## src/ssc_pkg.sv

```systemverilog
// constants, register map and types for the standby and shared-interrupt controller
// assumes an apb master on pclk and a cpu core that reports instructions as one-cycle pulses
// Operation
// - stop instruction sets control bit 3, halt instruction sets bit 2
// - stop only from main clock; halt from main or subsystem clock
// - stop halts only the main oscillator; subsystem clock keeps running
// - halt gates only the cpu clock; no instructions execute in standby
// - interval timer stops in stop mode, keeps counting and flagging in halt
// - in stop only external-clocked peripherals and subclock watch timer run
// - in halt main-clock peripherals run while main clock runs; watch continues
// - external input zero disabled in standby; inputs one, two, four stay live
// - standby ends on reset or on an enabled hardware request only
// - registers, flags, latches and memory hold their contents through standby
// - an enabled pending request at entry releases standby at once
// - stop with enabled pending request becomes halt, then resumes after wake wait
// - clock select in low two bits; change applies after lag
// - stop ties the crystal input to ground internally
// - with one shared source enabled, acceptance clears that source's flag
// - with both shared sources enabled, flags combine into one shared request
// - with both shared sources enabled, acceptance leaves both flags alone
// - writing both nest status bits to zero restores normal-program status
// - status 0 all, 1 high-order only, 2 none; acceptance advances one level
// - wake with enable clear resumes; with it set vector unless watch or test
// - stop released by interrupt holds cpu for the selected settling wait
package ssc_pkg;

  // register byte offsets
  localparam logic [7:0] ADDR_PCC = 8'h00;
  localparam logic [7:0] ADDR_NEST = 8'h04;
  localparam logic [7:0] ADDR_WAIT = 8'h08;
  localparam logic [7:0] ADDR_IRQ_EN = 8'h0c;
  localparam logic [7:0] ADDR_IRQ_REQ = 8'h10;
  localparam logic [7:0] ADDR_STAT = 8'h14;

  // power/clock control fields
  localparam int PCC_HALT_BIT = 2;
  localparam int PCC_STOP_BIT = 3;
  localparam logic [1:0] CLKSEL_SUB = 2'h3;

  // nest register fields
  localparam int NEST_MIE_BIT = 2;

  // request/enable bit positions
  localparam int NUM_SRC = 6;
  localparam int SRC_BT = 0;
  localparam int SRC_SHARED = 1;
  localparam int SRC_EXT0 = 2;
  localparam int SRC_EXT1 = 3;
  localparam int SRC_TEST = 4;
  localparam int SRC_WATCH = 5;
  localparam int NUM_PIN = 4;
  localparam logic [NUM_SRC-1:0] NOVEC_MASK = 6'h30;

  // reset values and counter widths
  localparam logic [1:0] PCC_CLK_RST = 2'h0;
  localparam logic [3:0] WAIT_SEL_RST = 4'h0;
  localparam int CNT_W = 21;
  localparam int LAG_W = 4;

  typedef enum logic [3:0] {
    ST_RUN = 4'h1,
    ST_HALT = 4'h2,
    ST_STOP = 4'h4,
    ST_SETTLE = 4'h8
  } ssc_state_e;

endpackage

```

## src/ssc_standby_ctrl.sv

```systemverilog
// standby mode sequencer, request flags, nest status and shared-vector handling
// assumes cpu pulses come from pclk logic; pin inputs are asynchronous and synchronised here
//
// Added by the designer: the APB slave port and the register addresses.
`timescale 1ns/1ps
`default_nettype none
module ssc_standby_ctrl
  import ssc_pkg::*;
#(
  parameter int WAIT_20_CYC = 2**20,
  parameter int WAIT_17_CYC = 2**17,
  parameter int WAIT_15_CYC = 2**15,
  parameter int WAIT_13_CYC = 2**13,
  parameter int RESET_WAIT_CYC = 2**17,
  parameter int CLK_LAG_CYC = 4
)
(
  // clock and reset
  input wire logic pclk,
  input wire logic presetn,
  // apb slave
  input wire logic psel,
  input wire logic penable,
  input wire logic pwrite,
  input wire logic [7:0] paddr,
  input wire logic [31:0] pwdata,
  output logic pready,
  output logic pslverr,
  output logic [31:0] prdata,
  // cpu instruction events
  input wire logic stop_instr,
  input wire logic halt_instr,
  input wire logic irq_accept,
  input wire logic shared_accept,
  // on-chip request sources
  input wire logic interval_timer_irq,
  input wire logic watch_timer_irq,
  // asynchronous pins
  input wire logic shared_edge_irq,
  input wire logic ext_irq_zero,
  input wire logic ext_irq_one,
  input wire logic test_input_irq,
  // clock and peripheral control
  output logic cpu_clk_en,
  output logic [1:0] cpu_clk_sel,
  output logic main_osc_en,
  output logic crystal_in_gnd,
  output logic interval_timer_run,
  output logic main_periph_run,
  output logic watch_sub_only,
  output logic ext_irq_zero_en,
  // interrupt side
  output logic [NUM_SRC-1:0] interval_timer_request_flag,
  output logic shared_irq_req,
  output logic wake_vector,
  output logic accept_all,
  output logic accept_high_only
);

  typedef struct packed {
    ssc_state_e st;
    logic [CNT_W-1:0] cnt;
    logic [1:0] clk_sel;
    logic [1:0] clk_act;
    logic [LAG_W-1:0] lag;
    logic [1:0] nest;
    logic mie;
    logic [3:0] wsel;
    logic [NUM_SRC-1:0] en;
    logic [NUM_SRC-1:0] req;
    logic [NUM_PIN-1:0] sync1;
    logic [NUM_PIN-1:0] sync2;
    logic [NUM_PIN-1:0] prev;
    logic pready;
    logic pslverr;
    logic [31:0] prdata;
    logic cpu_clk_en;
    logic main_osc_en;
    logic xtal_gnd;
    logic bt_run;
    logic main_run;
    logic watch_sub;
    logic irq0_en;
    logic shared_req;
    logic wake_vec;
    logic acc_all;
    logic acc_high;
  } ssc_regs_s;

  ssc_regs_s r_q;
  ssc_regs_s r_d;

  localparam ssc_regs_s REGS_RST = '{
    st: ST_SETTLE,
    cnt: CNT_W'(RESET_WAIT_CYC - 1),
    clk_sel: PCC_CLK_RST,
    clk_act: PCC_CLK_RST,
    wsel: WAIT_SEL_RST,
    main_osc_en: 1'b1,
    irq0_en: 1'b1,
    acc_all: 1'b1,
    default: '0
  };

  // stop-release wait chosen by the low three select bits; prohibited codes take the longest
  function automatic logic [CNT_W-1:0] wake_wait(input logic [3:0] sel);
    logic [CNT_W-1:0] w;
    w = CNT_W'(WAIT_20_CYC - 1);
    case (sel[2:0])
      3'h3: w = CNT_W'(WAIT_17_CYC - 1);
      3'h5: w = CNT_W'(WAIT_15_CYC - 1);
      3'h7: w = CNT_W'(WAIT_13_CYC - 1);
      default: w = CNT_W'(WAIT_20_CYC - 1);
    endcase
    return w;
  endfunction

  logic setup;
  logic wr;
  logic mapped;
  logic standby;
  logic [NUM_SRC-1:0] set_ev;
  logic [NUM_SRC-1:0] clr_sw;
  logic [NUM_SRC-1:0] clr_hw;
  logic [NUM_SRC-1:0] live;
  logic pending;
  logic stop_ok;
  logic [NUM_PIN-1:0] rise;

  always_comb
  begin
    r_d = r_q;
    setup = psel && !penable;
    wr = psel && penable && r_q.pready && pwrite;
    mapped = (paddr == ADDR_PCC) || (paddr == ADDR_NEST) || (paddr == ADDR_WAIT)
      || (paddr == ADDR_IRQ_EN) || (paddr == ADDR_IRQ_REQ) || (paddr == ADDR_STAT);
    standby = (r_q.st == ST_HALT) || (r_q.st == ST_STOP);

    // pin synchronisers; edges are taken only past the second stage
    r_d.sync1 = {test_input_irq, ext_irq_one, ext_irq_zero, shared_edge_irq};
    r_d.sync2 = r_q.sync1;
    r_d.prev = r_q.sync2;
    rise = r_q.sync2 & ~r_q.prev;

    set_ev = '0;
    set_ev[SRC_BT] = interval_timer_irq && r_q.bt_run;
    set_ev[SRC_SHARED] = rise[0];
    set_ev[SRC_EXT0] = rise[1] && !standby;
    set_ev[SRC_EXT1] = rise[2];
    set_ev[SRC_TEST] = rise[3];
    set_ev[SRC_WATCH] = watch_timer_irq;

    // apb: zero-wait access, answer registered in the setup cycle
    r_d.pready = setup;
    r_d.pslverr = setup && !mapped;
    r_d.prdata = '0;
    if (setup)
    begin
      case (paddr)
        ADDR_PCC: r_d.prdata = {28'h0, r_q.st == ST_STOP, r_q.st == ST_HALT, r_q.clk_sel};
        ADDR_NEST: r_d.prdata = {29'h0, r_q.mie, r_q.nest};
        ADDR_WAIT: r_d.prdata = {28'h0, r_q.wsel};
        ADDR_IRQ_EN: r_d.prdata = {26'h0, r_q.en};
        ADDR_IRQ_REQ: r_d.prdata = {26'h0, r_q.req};
        ADDR_STAT: r_d.prdata = {26'h0, r_q.clk_act, r_q.st};
        default: r_d.prdata = '0;
      endcase
    end

    clr_sw = '0;
    if (wr)
    begin
      case (paddr)
        ADDR_PCC: r_d.clk_sel = pwdata[1:0];
        ADDR_NEST:
        begin
          r_d.nest = pwdata[1:0];
          r_d.mie = pwdata[NEST_MIE_BIT];
        end
        ADDR_WAIT: r_d.wsel = pwdata[3:0];
        ADDR_IRQ_EN: r_d.en = pwdata[NUM_SRC-1:0];
        ADDR_IRQ_REQ: clr_sw = pwdata[NUM_SRC-1:0];
        default: r_d.wsel = r_q.wsel;
      endcase
    end

    // acceptance advances the nest level; hardware wins over a software write
    if (irq_accept)
    begin
      case (r_q.nest)
        2'h0: r_d.nest = 2'h1;
        2'h1: r_d.nest = 2'h2;
        default: r_d.nest = r_q.nest;
      endcase
    end

    // shared vector: clear only when the source is unambiguous
    clr_hw = '0;
    if (shared_accept)
    begin
      if (r_q.en[SRC_BT] && !r_q.en[SRC_SHARED])
        clr_hw[SRC_BT] = 1'b1;
      else if (r_q.en[SRC_SHARED] && !r_q.en[SRC_BT])
        clr_hw[SRC_SHARED] = 1'b1;
    end
    // with both enabled nothing is cleared here

    // set wins over any clear in the same cycle
    r_d.req = (r_q.req & ~clr_sw & ~clr_hw) | set_ev;

    // clock select lag
    if (r_q.clk_sel != r_q.clk_act)
    begin
      if (r_q.lag == LAG_W'(CLK_LAG_CYC - 1))
      begin
        r_d.clk_act = r_q.clk_sel;
        r_d.lag = '0;
      end
      else
        r_d.lag = r_q.lag + 1'b1;
    end
    else
      r_d.lag = '0;

    live = r_q.req & r_q.en;
    pending = |live;
    stop_ok = (r_q.clk_act != CLKSEL_SUB) && (r_q.clk_sel == r_q.clk_act);
    r_d.wake_vec = 1'b0;

    case (r_q.st)
      ST_RUN:
      begin
        if (stop_instr && stop_ok)
        begin
          if (pending)
          begin
            r_d.st = ST_SETTLE;
            r_d.cnt = wake_wait(r_q.wsel);
          end
          else
            r_d.st = ST_STOP;
        end
        else if (halt_instr && !pending)
          r_d.st = ST_HALT;
        // a halt with an enabled request pending is released at once
      end
      ST_HALT:
      begin
        if (pending)
        begin
          r_d.st = ST_RUN;
          r_d.wake_vec = r_q.mie && |(live & ~NOVEC_MASK);
        end
      end
      ST_STOP:
      begin
        if (pending)
        begin
          r_d.st = ST_SETTLE;
          r_d.cnt = wake_wait(r_q.wsel);
        end
      end
      ST_SETTLE:
      begin
        if (r_q.cnt == '0)
        begin
          r_d.st = ST_RUN;
          r_d.wake_vec = r_q.mie && |(live & ~NOVEC_MASK);
        end
        else
          r_d.cnt = r_q.cnt - 1'b1;
      end
      default: r_d.st = ST_SETTLE;
    endcase

    // outputs follow the next state so they leave flops in step with it
    r_d.cpu_clk_en = (r_d.st == ST_RUN);
    r_d.main_osc_en = (r_d.st != ST_STOP);
    r_d.xtal_gnd = (r_d.st == ST_STOP);
    r_d.bt_run = (r_d.st != ST_STOP);
    r_d.main_run = (r_d.st != ST_STOP);
    r_d.watch_sub = (r_d.st == ST_STOP);
    r_d.irq0_en = (r_d.st != ST_HALT) && (r_d.st != ST_STOP);
    // either enabled flag raises the shared request; the and reading would hide single events
    r_d.shared_req = |(r_d.req[SRC_SHARED:SRC_BT] & r_d.en[SRC_SHARED:SRC_BT]);
    r_d.acc_all = (r_d.nest == 2'h0);
    r_d.acc_high = (r_d.nest == 2'h1);
  end

  // registers, masks and flags carry over standby untouched
  always_ff @(posedge pclk or negedge presetn)
  begin
    if (!presetn)
      r_q <= REGS_RST;
    else
      r_q <= r_d;
  end

  assign pready = r_q.pready;
  assign pslverr = r_q.pslverr;
  assign prdata = r_q.prdata;
  assign cpu_clk_en = r_q.cpu_clk_en;
  assign cpu_clk_sel = r_q.clk_act;
  assign main_osc_en = r_q.main_osc_en;
  assign crystal_in_gnd = r_q.xtal_gnd;
  assign interval_timer_run = r_q.bt_run;
  assign main_periph_run = r_q.main_run;
  assign watch_sub_only = r_q.watch_sub;
  assign ext_irq_zero_en = r_q.irq0_en;
  assign interval_timer_request_flag = r_q.req;
  assign shared_irq_req = r_q.shared_req;
  assign wake_vector = r_q.wake_vec;
  assign accept_all = r_q.acc_all;
  assign accept_high_only = r_q.acc_high;

endmodule
`default_nettype wire

```

## config.mk

```make
export PLATFORM = sky130hd
export DESIGN_NAME = ssc_standby_ctrl
export DESIGN_NICKNAME = d
export VERILOG_FILES = /design/src/ssc_pkg.sv /design/src/ssc_standby_ctrl.sv
export SDC_FILE = /design/constraint.sdc
export NUM_CORES = 1
export LEC_CHECK = 0
export BUFFER_PORTS_ARGS = -buffer_cell sky130_fd_sc_hd__buf_2
export CAP_MARGIN = 20
export CORE_AREA = 2 2 88 111
export CTS_CLUSTER_DIAMETER = 40
export CTS_CLUSTER_SIZE = 16
export DETAILED_ROUTE_END_ITERATION = 7
export DIE_AREA = 0 0 90 113
export GPL_TIMING_DRIVEN = 0
export PLACE_DENSITY = 0.74
export SLEW_MARGIN = 20
export SYNTH_ARGS = -nofsm -noshare
export SYNTH_HDL_FRONTEND = slang
export SYNTH_SLANG_ARGS = --single-unit
```

## constraint.sdc

```tcl
create_clock -name pclk -period 2.05 [get_ports pclk]
set_input_delay 0.3075 -clock pclk [delete_from_list [all_inputs] [get_ports pclk]]
set_output_delay 0.3075 -clock pclk [all_outputs]
set_load 0.02 [all_outputs]
```

Word level (Yosys, flattened, before mapping)
Index checks and enable logic that the tools add are counted.

Add/subtract/negate cells: 2. Eq/ne operators: 26. Multiplexer cells: 31. Bitwise logic cells: 9. Reduce and logical (&&, ||, !) cells: 40.

Operators with widths (number): $mux 21 (3); $pmux 21 s3 (1); $pmux 20 s3 (1); $pmux 6 s6 (1); $mux 32 (1); $mux 4 (8); $mux 25 (1); $logic_not 21->1 (1); $sub 21x1->21 const B (1); $and 6x6->6 (3); $mux 6 (3); $eq 8x4->1 const B (2); $eq 8x5->1 const B (2); $pmux 4 s4 (1); $logic_and 1x1->1 (14); $mux 13 (1); $ne 2x2->1 const B (5); $reduce_and 2->1 (5); $eq 4x1->1 const B (2); $eq 4x2->1 const B (2); $eq 4x3->1 const B (2); $eq 8x3->1 const B (1); $logic_not 8->1 (1); $eq 3x3->1 const B (2); other kinds (27) (44).

Flip-flop bits (word level): 107. Input port bits: 55. Output and inout bits: 53. Word-level logic and storage cells: 134.

Depth between registers and ports, before layout
Gate-level depths: netlist (run 1).

Depth in word-level cells: 10. Depth in mapped cells: 9. Gate-level depth less buffers: 7.

Worst setup path before layout (run 1)
OpenSTA, ideal clock, no wires.

Path type: input to register. Start: input port paddr[0]. End: register r_q, in the netlist shared_irq_req. Library setup time: 0.121 ns. Arrival time: 2.031 ns. Data required time: 1.929 ns. Slack: -0.102 ns. Stages: 6. Buffers on the path: 1. Path through: or4_4 -> or3_4 -> nor2b_4 -> buf_6 -> mux2_1 -> a22o_1.

RTL lines: from (decl) (line ssc_standby_ctrl.sv:25) `input wire logic [7:0] paddr,`; to (signal assigned) (line ssc_standby_ctrl.sv:296) `r_q <= r_d;`; to (decl) (line ssc_standby_ctrl.sv:90) `ssc_regs_s r_q;`.

Worst setup path after layout (run 1)
Start: register r_q[85] (netlist bit). End: register r_q[91] (netlist bit).

Cells in the longest elaborated chain, start to end: 3. Elaborated cells on any way between the ends: 6. Classes of those cells: add/sub: 1; eq/ne: 1; mux: 2; reduce/logical: 2.

RTL lines (line): $sub 21x1->21 or $logic_not 21->1 (tied branches) (ssc_standby_ctrl.sv:271, ssc_standby_ctrl.sv:265); $mux 21 or $ne 2x2->1 (tied branches); $pmux 21 s3 or $reduce_and 5->1 (tied branches).

Parallel ways exist; a longest one is shown, timed or not. The select of a mux whose other input is x is not followed. A chain may end at the register's enable or synchronous reset.

==> impl_metrics.json, run 1 <==
{
  "total_leakage_power_nw": 2.48,
  "die_w_um": 90,
  "crit_chain": "inv_1 -> ha_2 -> nor2b_2 -> and4_4 -> a31o_2 -> buf_8 -> o41ai_4 -> o31ai_1",
  "clockRootBuffer": "clkbuf_16",
  "slew_violations": 0,
  "met2_usage_pct": 36.8,
  "diodes": 0,
  "yosys.area.top_type": "dfrtp_1",
  "wirelength_mm": 10.2,
  "grt_usage_pct": 20.0,
  "synth_edf_count": 0,
  "crit_path_top_delay_cell": "dfstp_2",
  "crit_path_start_kind": "flip-flop",
  "post_dp_cell_area_sq_um": 4850,
  "outcome": "complete, no violations",
  "dp.cells": 605,
  "synthesis.area_sq_um": 4280,
  "end_kind": "flip-flop",
  "worstSkewPairLatency_ps": 340,
  "power_density_nw_per_um2": 657,
  "tightest_slew_ps": 644,
  "die_area_sq_um": 10200,
  "grt_overflow": 0,
  "cp_max_fo": 10,
  "clock_sinks": 81,
  "hpwl_mm": 6.99,
  "pre_cts_slack_ps": -267,
  "synth-seq-area-share_pct": 48.0,
  "relSlewSlack_pct": 57.1,
  "finish.instance_area_sq_um": 5520,
  "finalSetupViolations": 0,
  "nets": 567,
  "cts_buffer_depth": 2,
  "die_y_um": 113,
  "grt_max_degree": 59,
  "final_common_cell": "buf_4",
  "cts_tree": "built",
  "rows": 39,
  "rsz0062_at_grt": "true",
  "avgSynthCellArea_sq_um": 10.7,
  "maxCapViolations": 0,
  "drc": 0,
  "synth_seq_cells": 81,
  "drtIter0Drc": 302,
  "finalSetupTns_ps": 0,
  "ant_nets": 0,
  "grt_use_met3_pct": 2.06,
  "syn_to_final_growth_pct": 29.0,
  "worst_ep_required_time_ps": 2310,
  "portBuffers": 54,
  "arrival_ps": 2300,
  "crit_type": "reg -> reg",
  "vias_per_cell": 5.46,
  "routedWlPerCell_um": 16.1,
  "drive_above_1_share_pct": 44.4,
  "h-tree-depth": 3,
  "yosys.area.top_type_share_pct": 35.1,
  "timing.final.crit_share_pct": 99.7,
  "ys.flop_type": "dfrtp_1",
  "grt_pass1_wl_mm": 16.2,
  "hold_path.class": "in -> reg",
  "start_util_pct": 47.2,
  "coreArea_sq_um": 9080,
  "yosys-top-cells-area": "dfrtp_1, dfstp_2, buf_4",
  "dr_total_vias": 3473,
  "final_cell_mix": "buf_4, dfrtp_1, buf_2, conb_1",
  "finClkSkew_ps": 5.78,
  "numCtsBuffers": 9,
  "async_reset_ff_share_pct": 100,
  "top_usage_layer": "met2",
  "num_io_pins": 108,
  "synthCells": 402,
  "synth_cell_types": 64,
  "clkTransAtPathRegs_ps": 60,
  "dr.pass1.iters": 6,
  "setup_ws_ps": 7.03,
  "grt_pass1_vias": 3377,
  "peakVddDrop_mv": 0.516,
  "synth_warnings": 0,
  "critPathMaxStageDelay_ps": 550,
  "finalNonFillerCells": 636,
  "antenna_found_initial": 0,
  "hold_viol": 0,
  "use_met1_pct": 22.9,
  "fmax_mhz": 489,
  "period_minus_slack_ps": 2040,
  "gp_congestion": 0.779
}
[flip-flops by register name, indices dropped and copies added, names as in the netlist, 2 cells and up]
register and count:
cpu_clk_sel 2, interval_timer_request_flag 6, prdata 6, r_d 8, r_q 48
[logic make-up after synthesis]
logic type / after synthesis / synth area share [%]
flops: 81 / 48.0
buf+inv: 68 / 10.3
mux: 29 / 7.66
simple gates: 121 / 16.7
fa+ha+maj: 3 / 0.877
compound gates: 94 / 15.4
xor+xnor: 5 / 1.02
other cells: 1 / 0.0876
[what timing repair did]
action / in CTS / in global routing
pin swaps: 3 / 4
hold endpoints to repair: 10 / 0
hold buffers: 1 / 0
gates cloned: 1 / 0
setup endpoints to repair: 23 / 23
buffers inserted: 8 / 11
resized for setup: 22 / 31
[stage by stage]
step           hold WS, ps  util [%]  power [mW]
5_1_grt               63.0      60.8        3.75
4_1_cts               63.8      58.5        3.65
6_report              67.0      60.8        3.63
3_3_place_gp           335      53.1        1.91
3_5_place_dp           236      53.4        1.93
2_1_floorplan         11.9         -        1.82
[cells in the mapped netlist (3+ instances only)]
master and number:
dfrtp_1 60, buf_4 44, nand2_1 24, nor2_1 23, dfstp_2 21, o21ai_0 18
mux2_2 17, nor3_1 11, o22ai_1 11, inv_1 10, a21oi_1 9, buf_2 9
a22o_1 8, a22oi_1 8, mux2i_1 8, o31ai_1 8, nand3_1 7, nor2b_1 7
o21ai_1 7, nand4_1 5, a32o_1 4, clkbuf_1 4, nand2b_1 4, nand3b_1 4
o41ai_1 4, a31oi_1 3, and2_1 3, and3_1 3, ha_1 3, mux2_1 3
nor3b_1 3, nor4_1 3, o2bb2ai_1 3, or3_1 3, xnor2_1 3
[critical path: cells and delay by family, from the launching register on]
| family | cells | cell delay, ps |
|---|---|---|
| buf+inv | 2 | 210 |
| compound gates | 3 | 640 |
| flops | 1 | 550 |
| simple gates | 2 | 350 |
| fa+ha+maj | 1 | 190 |
[routing by layer]
layer / share of wire, % / up-vias
met2: 55 / 115
met5: 0 / -
met4: 3.8 / 0
met1: 38 / 1697
li1: - / 1627
met3: 4.0 / 34
[cell type report]
type / instances / area (sq um)
Timing Repair Buffer: 76 / 468
Clock buffer: 9 / 225
Inverter: 10 / 37.5
Multi-Input combinational cell: 278 / 2080
Sequential cell: 81 / 2060
Fill cell: 751 / 3550
Tap cell: 123 / 154
Buffer: 53 / 412
Clock inverter: 6 / 92.6
[path summary, 6_finish.rpt]
kind,startpoint,endpoint,slack [ps],depth (start not counted)
min in group asynchronous,presetn,wake_vector,410,2
worst min-delay path,test_input_irq,r_d[52],70,1
max in group asynchronous,presetn,r_q[100],1000,3
worst min register to register,r_d[52],r_d[48],350,0
worst max-delay path,r_q[85],r_q[91],7,8
worst max register to register,r_q[85],r_q[91],7,8
[power breakdown]
part / switching, mW / total [mW] / leakage [nW] / internal (mW)
Sequential: 0.0166 / 1.64 / 0.979 / 1.63
Clock: 0.660 / 1.73 / 0.148 / 1.07
Combinational: 0.154 / 0.258 / 1.35 / 0.104
No activity file was read; power rests on OpenSTA's default activity.
==> inputs of run 2 (changes only) <==
- ABC_AREA: unset -> 1
- ABC_CLOCK_PERIOD_IN_PS: unset -> 2050
- CORE_AREA: 2 2 88 111 -> 2 2 90 113
- DIE_AREA: 0 0 90 113 -> 0 0 92 115
- PLACE_DENSITY: 0.74 -> 0.75
==> run 2 against run 1 <==
Routed wire length hardly changed. Flip-flop and latch count stayed put. Critical endpoint is now wake_vector. Utilization is 3.9 points lower. Maximum frequency is 7.1% higher. Highest routed layer unchanged.
==> impl_metrics.json, run 2 <==
{
  "outcome": "complete, no violations",
  "drc": 0,
  "h-tree-depth": 3,
  "synth_cell_types": 34,
  "finish.instance_area_sq_um": 5410,
  "grt_max_degree": 50,
  "drtIter0Drc": 207,
  "maxCapViolations": 0,
  "die_area_sq_um": 10600,
  "post_dp_cell_area_sq_um": 5090,
  "synth-seq-area-share_pct": 45.2,
  "synthCells": 589,
  "ant_nets": 0,
  "synthesis.area_sq_um": 4540,
  "hold_viol": 0,
  "synth_seq_cells": 81,
  "hpwl_mm": 7.90,
  "synth_commonest_cells": "nand2_1, inv_1, nor2_1",
  "timing.final.crit_share_pct": 93.0,
  "end_kind": "flip-flop",
  "grt_overflow": 0,
  "cts_buffer_depth": 2,
  "yosys-top-cells-area": "dfrtp_1, nand2_1, dfstp_2",
  "grt_usage_pct": 20.4,
  "portBuffers": 55,
  "setup_ws_ps": 143,
  "worst_ep_required_time_ps": 2260,
  "arrival_ps": 2120,
  "routedWlPerCell_um": 12.5,
  "cts_tree": "built",
  "clockRootBuffer": "clkbuf_16",
  "period_minus_slack_ps": 1910,
  "vias_per_cell": 4.76,
  "dr.pass1.iters": 4,
  "cp_max_fo": 10,
  "num_io_pins": 108,
  "crit_path_start_kind": "flip-flop",
  "largest_reg_flops": 48,
  "slew_violations": 0,
  "rsz0062_at_grt": "false",
  "finalPower_mw": 3.51,
  "wirelength_mm": 10.2,
  "finalSetupTns_ps": 0,
  "regMostFlops": "r_q",
  "numCtsBuffers": 9,
  "relSlewSlack_pct": 60.4,
  "drive_above_1_share_pct": 25.5,
  "clkTransAtPathRegs_ps": 60,
  "synth_warnings": 0,
  "power_density_nw_per_um2": 648,
  "antenna_found_initial": 0,
  "worstSkewPairLatency_ps": 340,
  "start_util_pct": 47.7,
  "total_leakage_power_nw": 2.92,
  "yosys.area.top_type_share_pct": 33.1,
  "finalSetupViolations": 0,
  "avgSynthCellArea_sq_um": 7.70,
  "diodes": 0,
  "ys.flop_type": "dfrtp_1",
  "rows": 40,
  "die_w_um": 92,
  "gp_congestion": 0.952,
  "final_cell_mix": "nand2_1, inv_1, nor2_1, dfrtp_1, nand3_1",
  "async_reset_ff_share_pct": 100,
  "cellInternalPower_mw": 2.63,
  "finClkSkew_ps": 4.49,
  "switching_power_mw": 0.880,
  "comb_power_share_pct": 8.6,
  "clock_sinks": 81,
  "grt_pass1_vias": 3732,
  "syn_to_final_growth_pct": 19.3,
  "crit_type": "reg -> reg",
  "pre_cts_slack_ps": 123,
  "coreArea_sq_um": 9510,
  "seqPwrFrac_pct": 47.5,
  "swShare_pct": 25.1,
  "nets": 742,
  "yosys.area.top_type": "dfrtp_1",
  "grt_pass1_wl_mm": 17.1,
  "fmax_mhz": 524,
  "hold_path.class": "in -> reg",
  "die_y_um": 115,
  "final_common_cell": "nand2_1",
  "synth_edf_count": 0,
  "p_clk_share_pct": 43.9,
  "synth.most_common_cell": "nand2_1",
  "peakVddDrop_mv": 0.642,
  "dr_total_vias": 3878,
  "tightest_slew_ps": 589
}
==> run 2: cell types whose count changed after synthesis, sizes merged, moves of 11 or more <==
cell	change
nand2	+135
nand3	+53
inv	+64
o21ai	+35
nor2	+46
mux2	-19
o22ai	-11
==> run 2: final timing paths <==
check / start / to / slack (ps) / depth (start not counted)
max in group asynchronous: presetn / r_q[90] / 950 / 3
worst min register to register: r_d[50] / r_d[46] / 360 / 0
worst min-delay path: test_input_irq / r_d[52] / 70 / 1
worst max register to register: r_q[108] / wake_vector / 140 / 6
min in group asynchronous: presetn / pready / 460 / 2
worst max-delay path: r_q[108] / wake_vector / 140 / 6
==> run 2: cell type report <==
class,count,area (sq um)
timing repair buffer,59,330
buffer,48,367
inverter,74,278
fill,892,4100
clock buffer,10,239
multi-input combinational,411,1940
sequential,81,2050
clock inverter,6,48.8
tap,126,158
==> run 2: through the flow <==
| stage | std cells | hold slack (ps) | utilization [%] |
|---|---|---|---|
| 4_1_cts | 813 | 61.6 | 56.7 |
| 3_3_place_gp | 795 | 340 | 53.3 |
| 6_report | 815 | 66.3 | 56.9 |
| 2_1_floorplan | 614 | 11.9 | - |
| 3_5_place_dp | 796 | 286 | 53.6 |
| 5_1_grt | 815 | 59.2 | 56.9 |
==> run 2: logic make-up (layout without fill, tap and decap cells) <==
kind of cell | count (synthesis) | count (layout) | synth area share (%)
compound gates | 75 | 75 | 9.79
xor+xnor | 4 | 4 | 0.772
fa+ha+maj | 3 | 3 | 0.827
buf+inv | 122 | 197 | 14.2
flops | 81 | 81 | 45.2
mux | 1 | 1 | 0.248
other cells | 1 | 26 | 0.0826
simple gates | 302 | 302 | 28.8
==> run 2: layer usage <==
layer	GRT usage, %	part of all wire [%]	vias up
li1	-	-	1987
met2	36.3	52	69
met4	8.96	2.5	0
met3	3.67	3.2	21
met1	24.2	42	1801
met5	0	0	-
==> run 2: power groups by stage <==
stage | combinational [mW] | sequential [mW] | clock [mW]
after floorplan | 0.165 | 1.72 | 0
after global routing | 0.340 | 1.67 | 1.63
final | 0.301 | 1.67 | 1.54
after CTS | 0.302 | 1.67 | 1.56
after global placement | 0.286 | 1.69 | 0
after detailed placement | 0.300 | 1.69 | 0
==> run 2: repair_timing <==
action	4_1_cts	5_1_grt
hold buffers	1	0
endpoints found under the hold margin	31	0
setup buffers	0	2
resized for setup	0	2
endpoints found under the setup margin	0	13
==> run 2: worst max-delay path, cell delays in order, from the launching register on <==
cell	delay (ps)
dfstp_2	600
nand3_1	200
buf_2	250
inv_2	130
buf_4	190
o21ai_1	70
a311oi_1	330
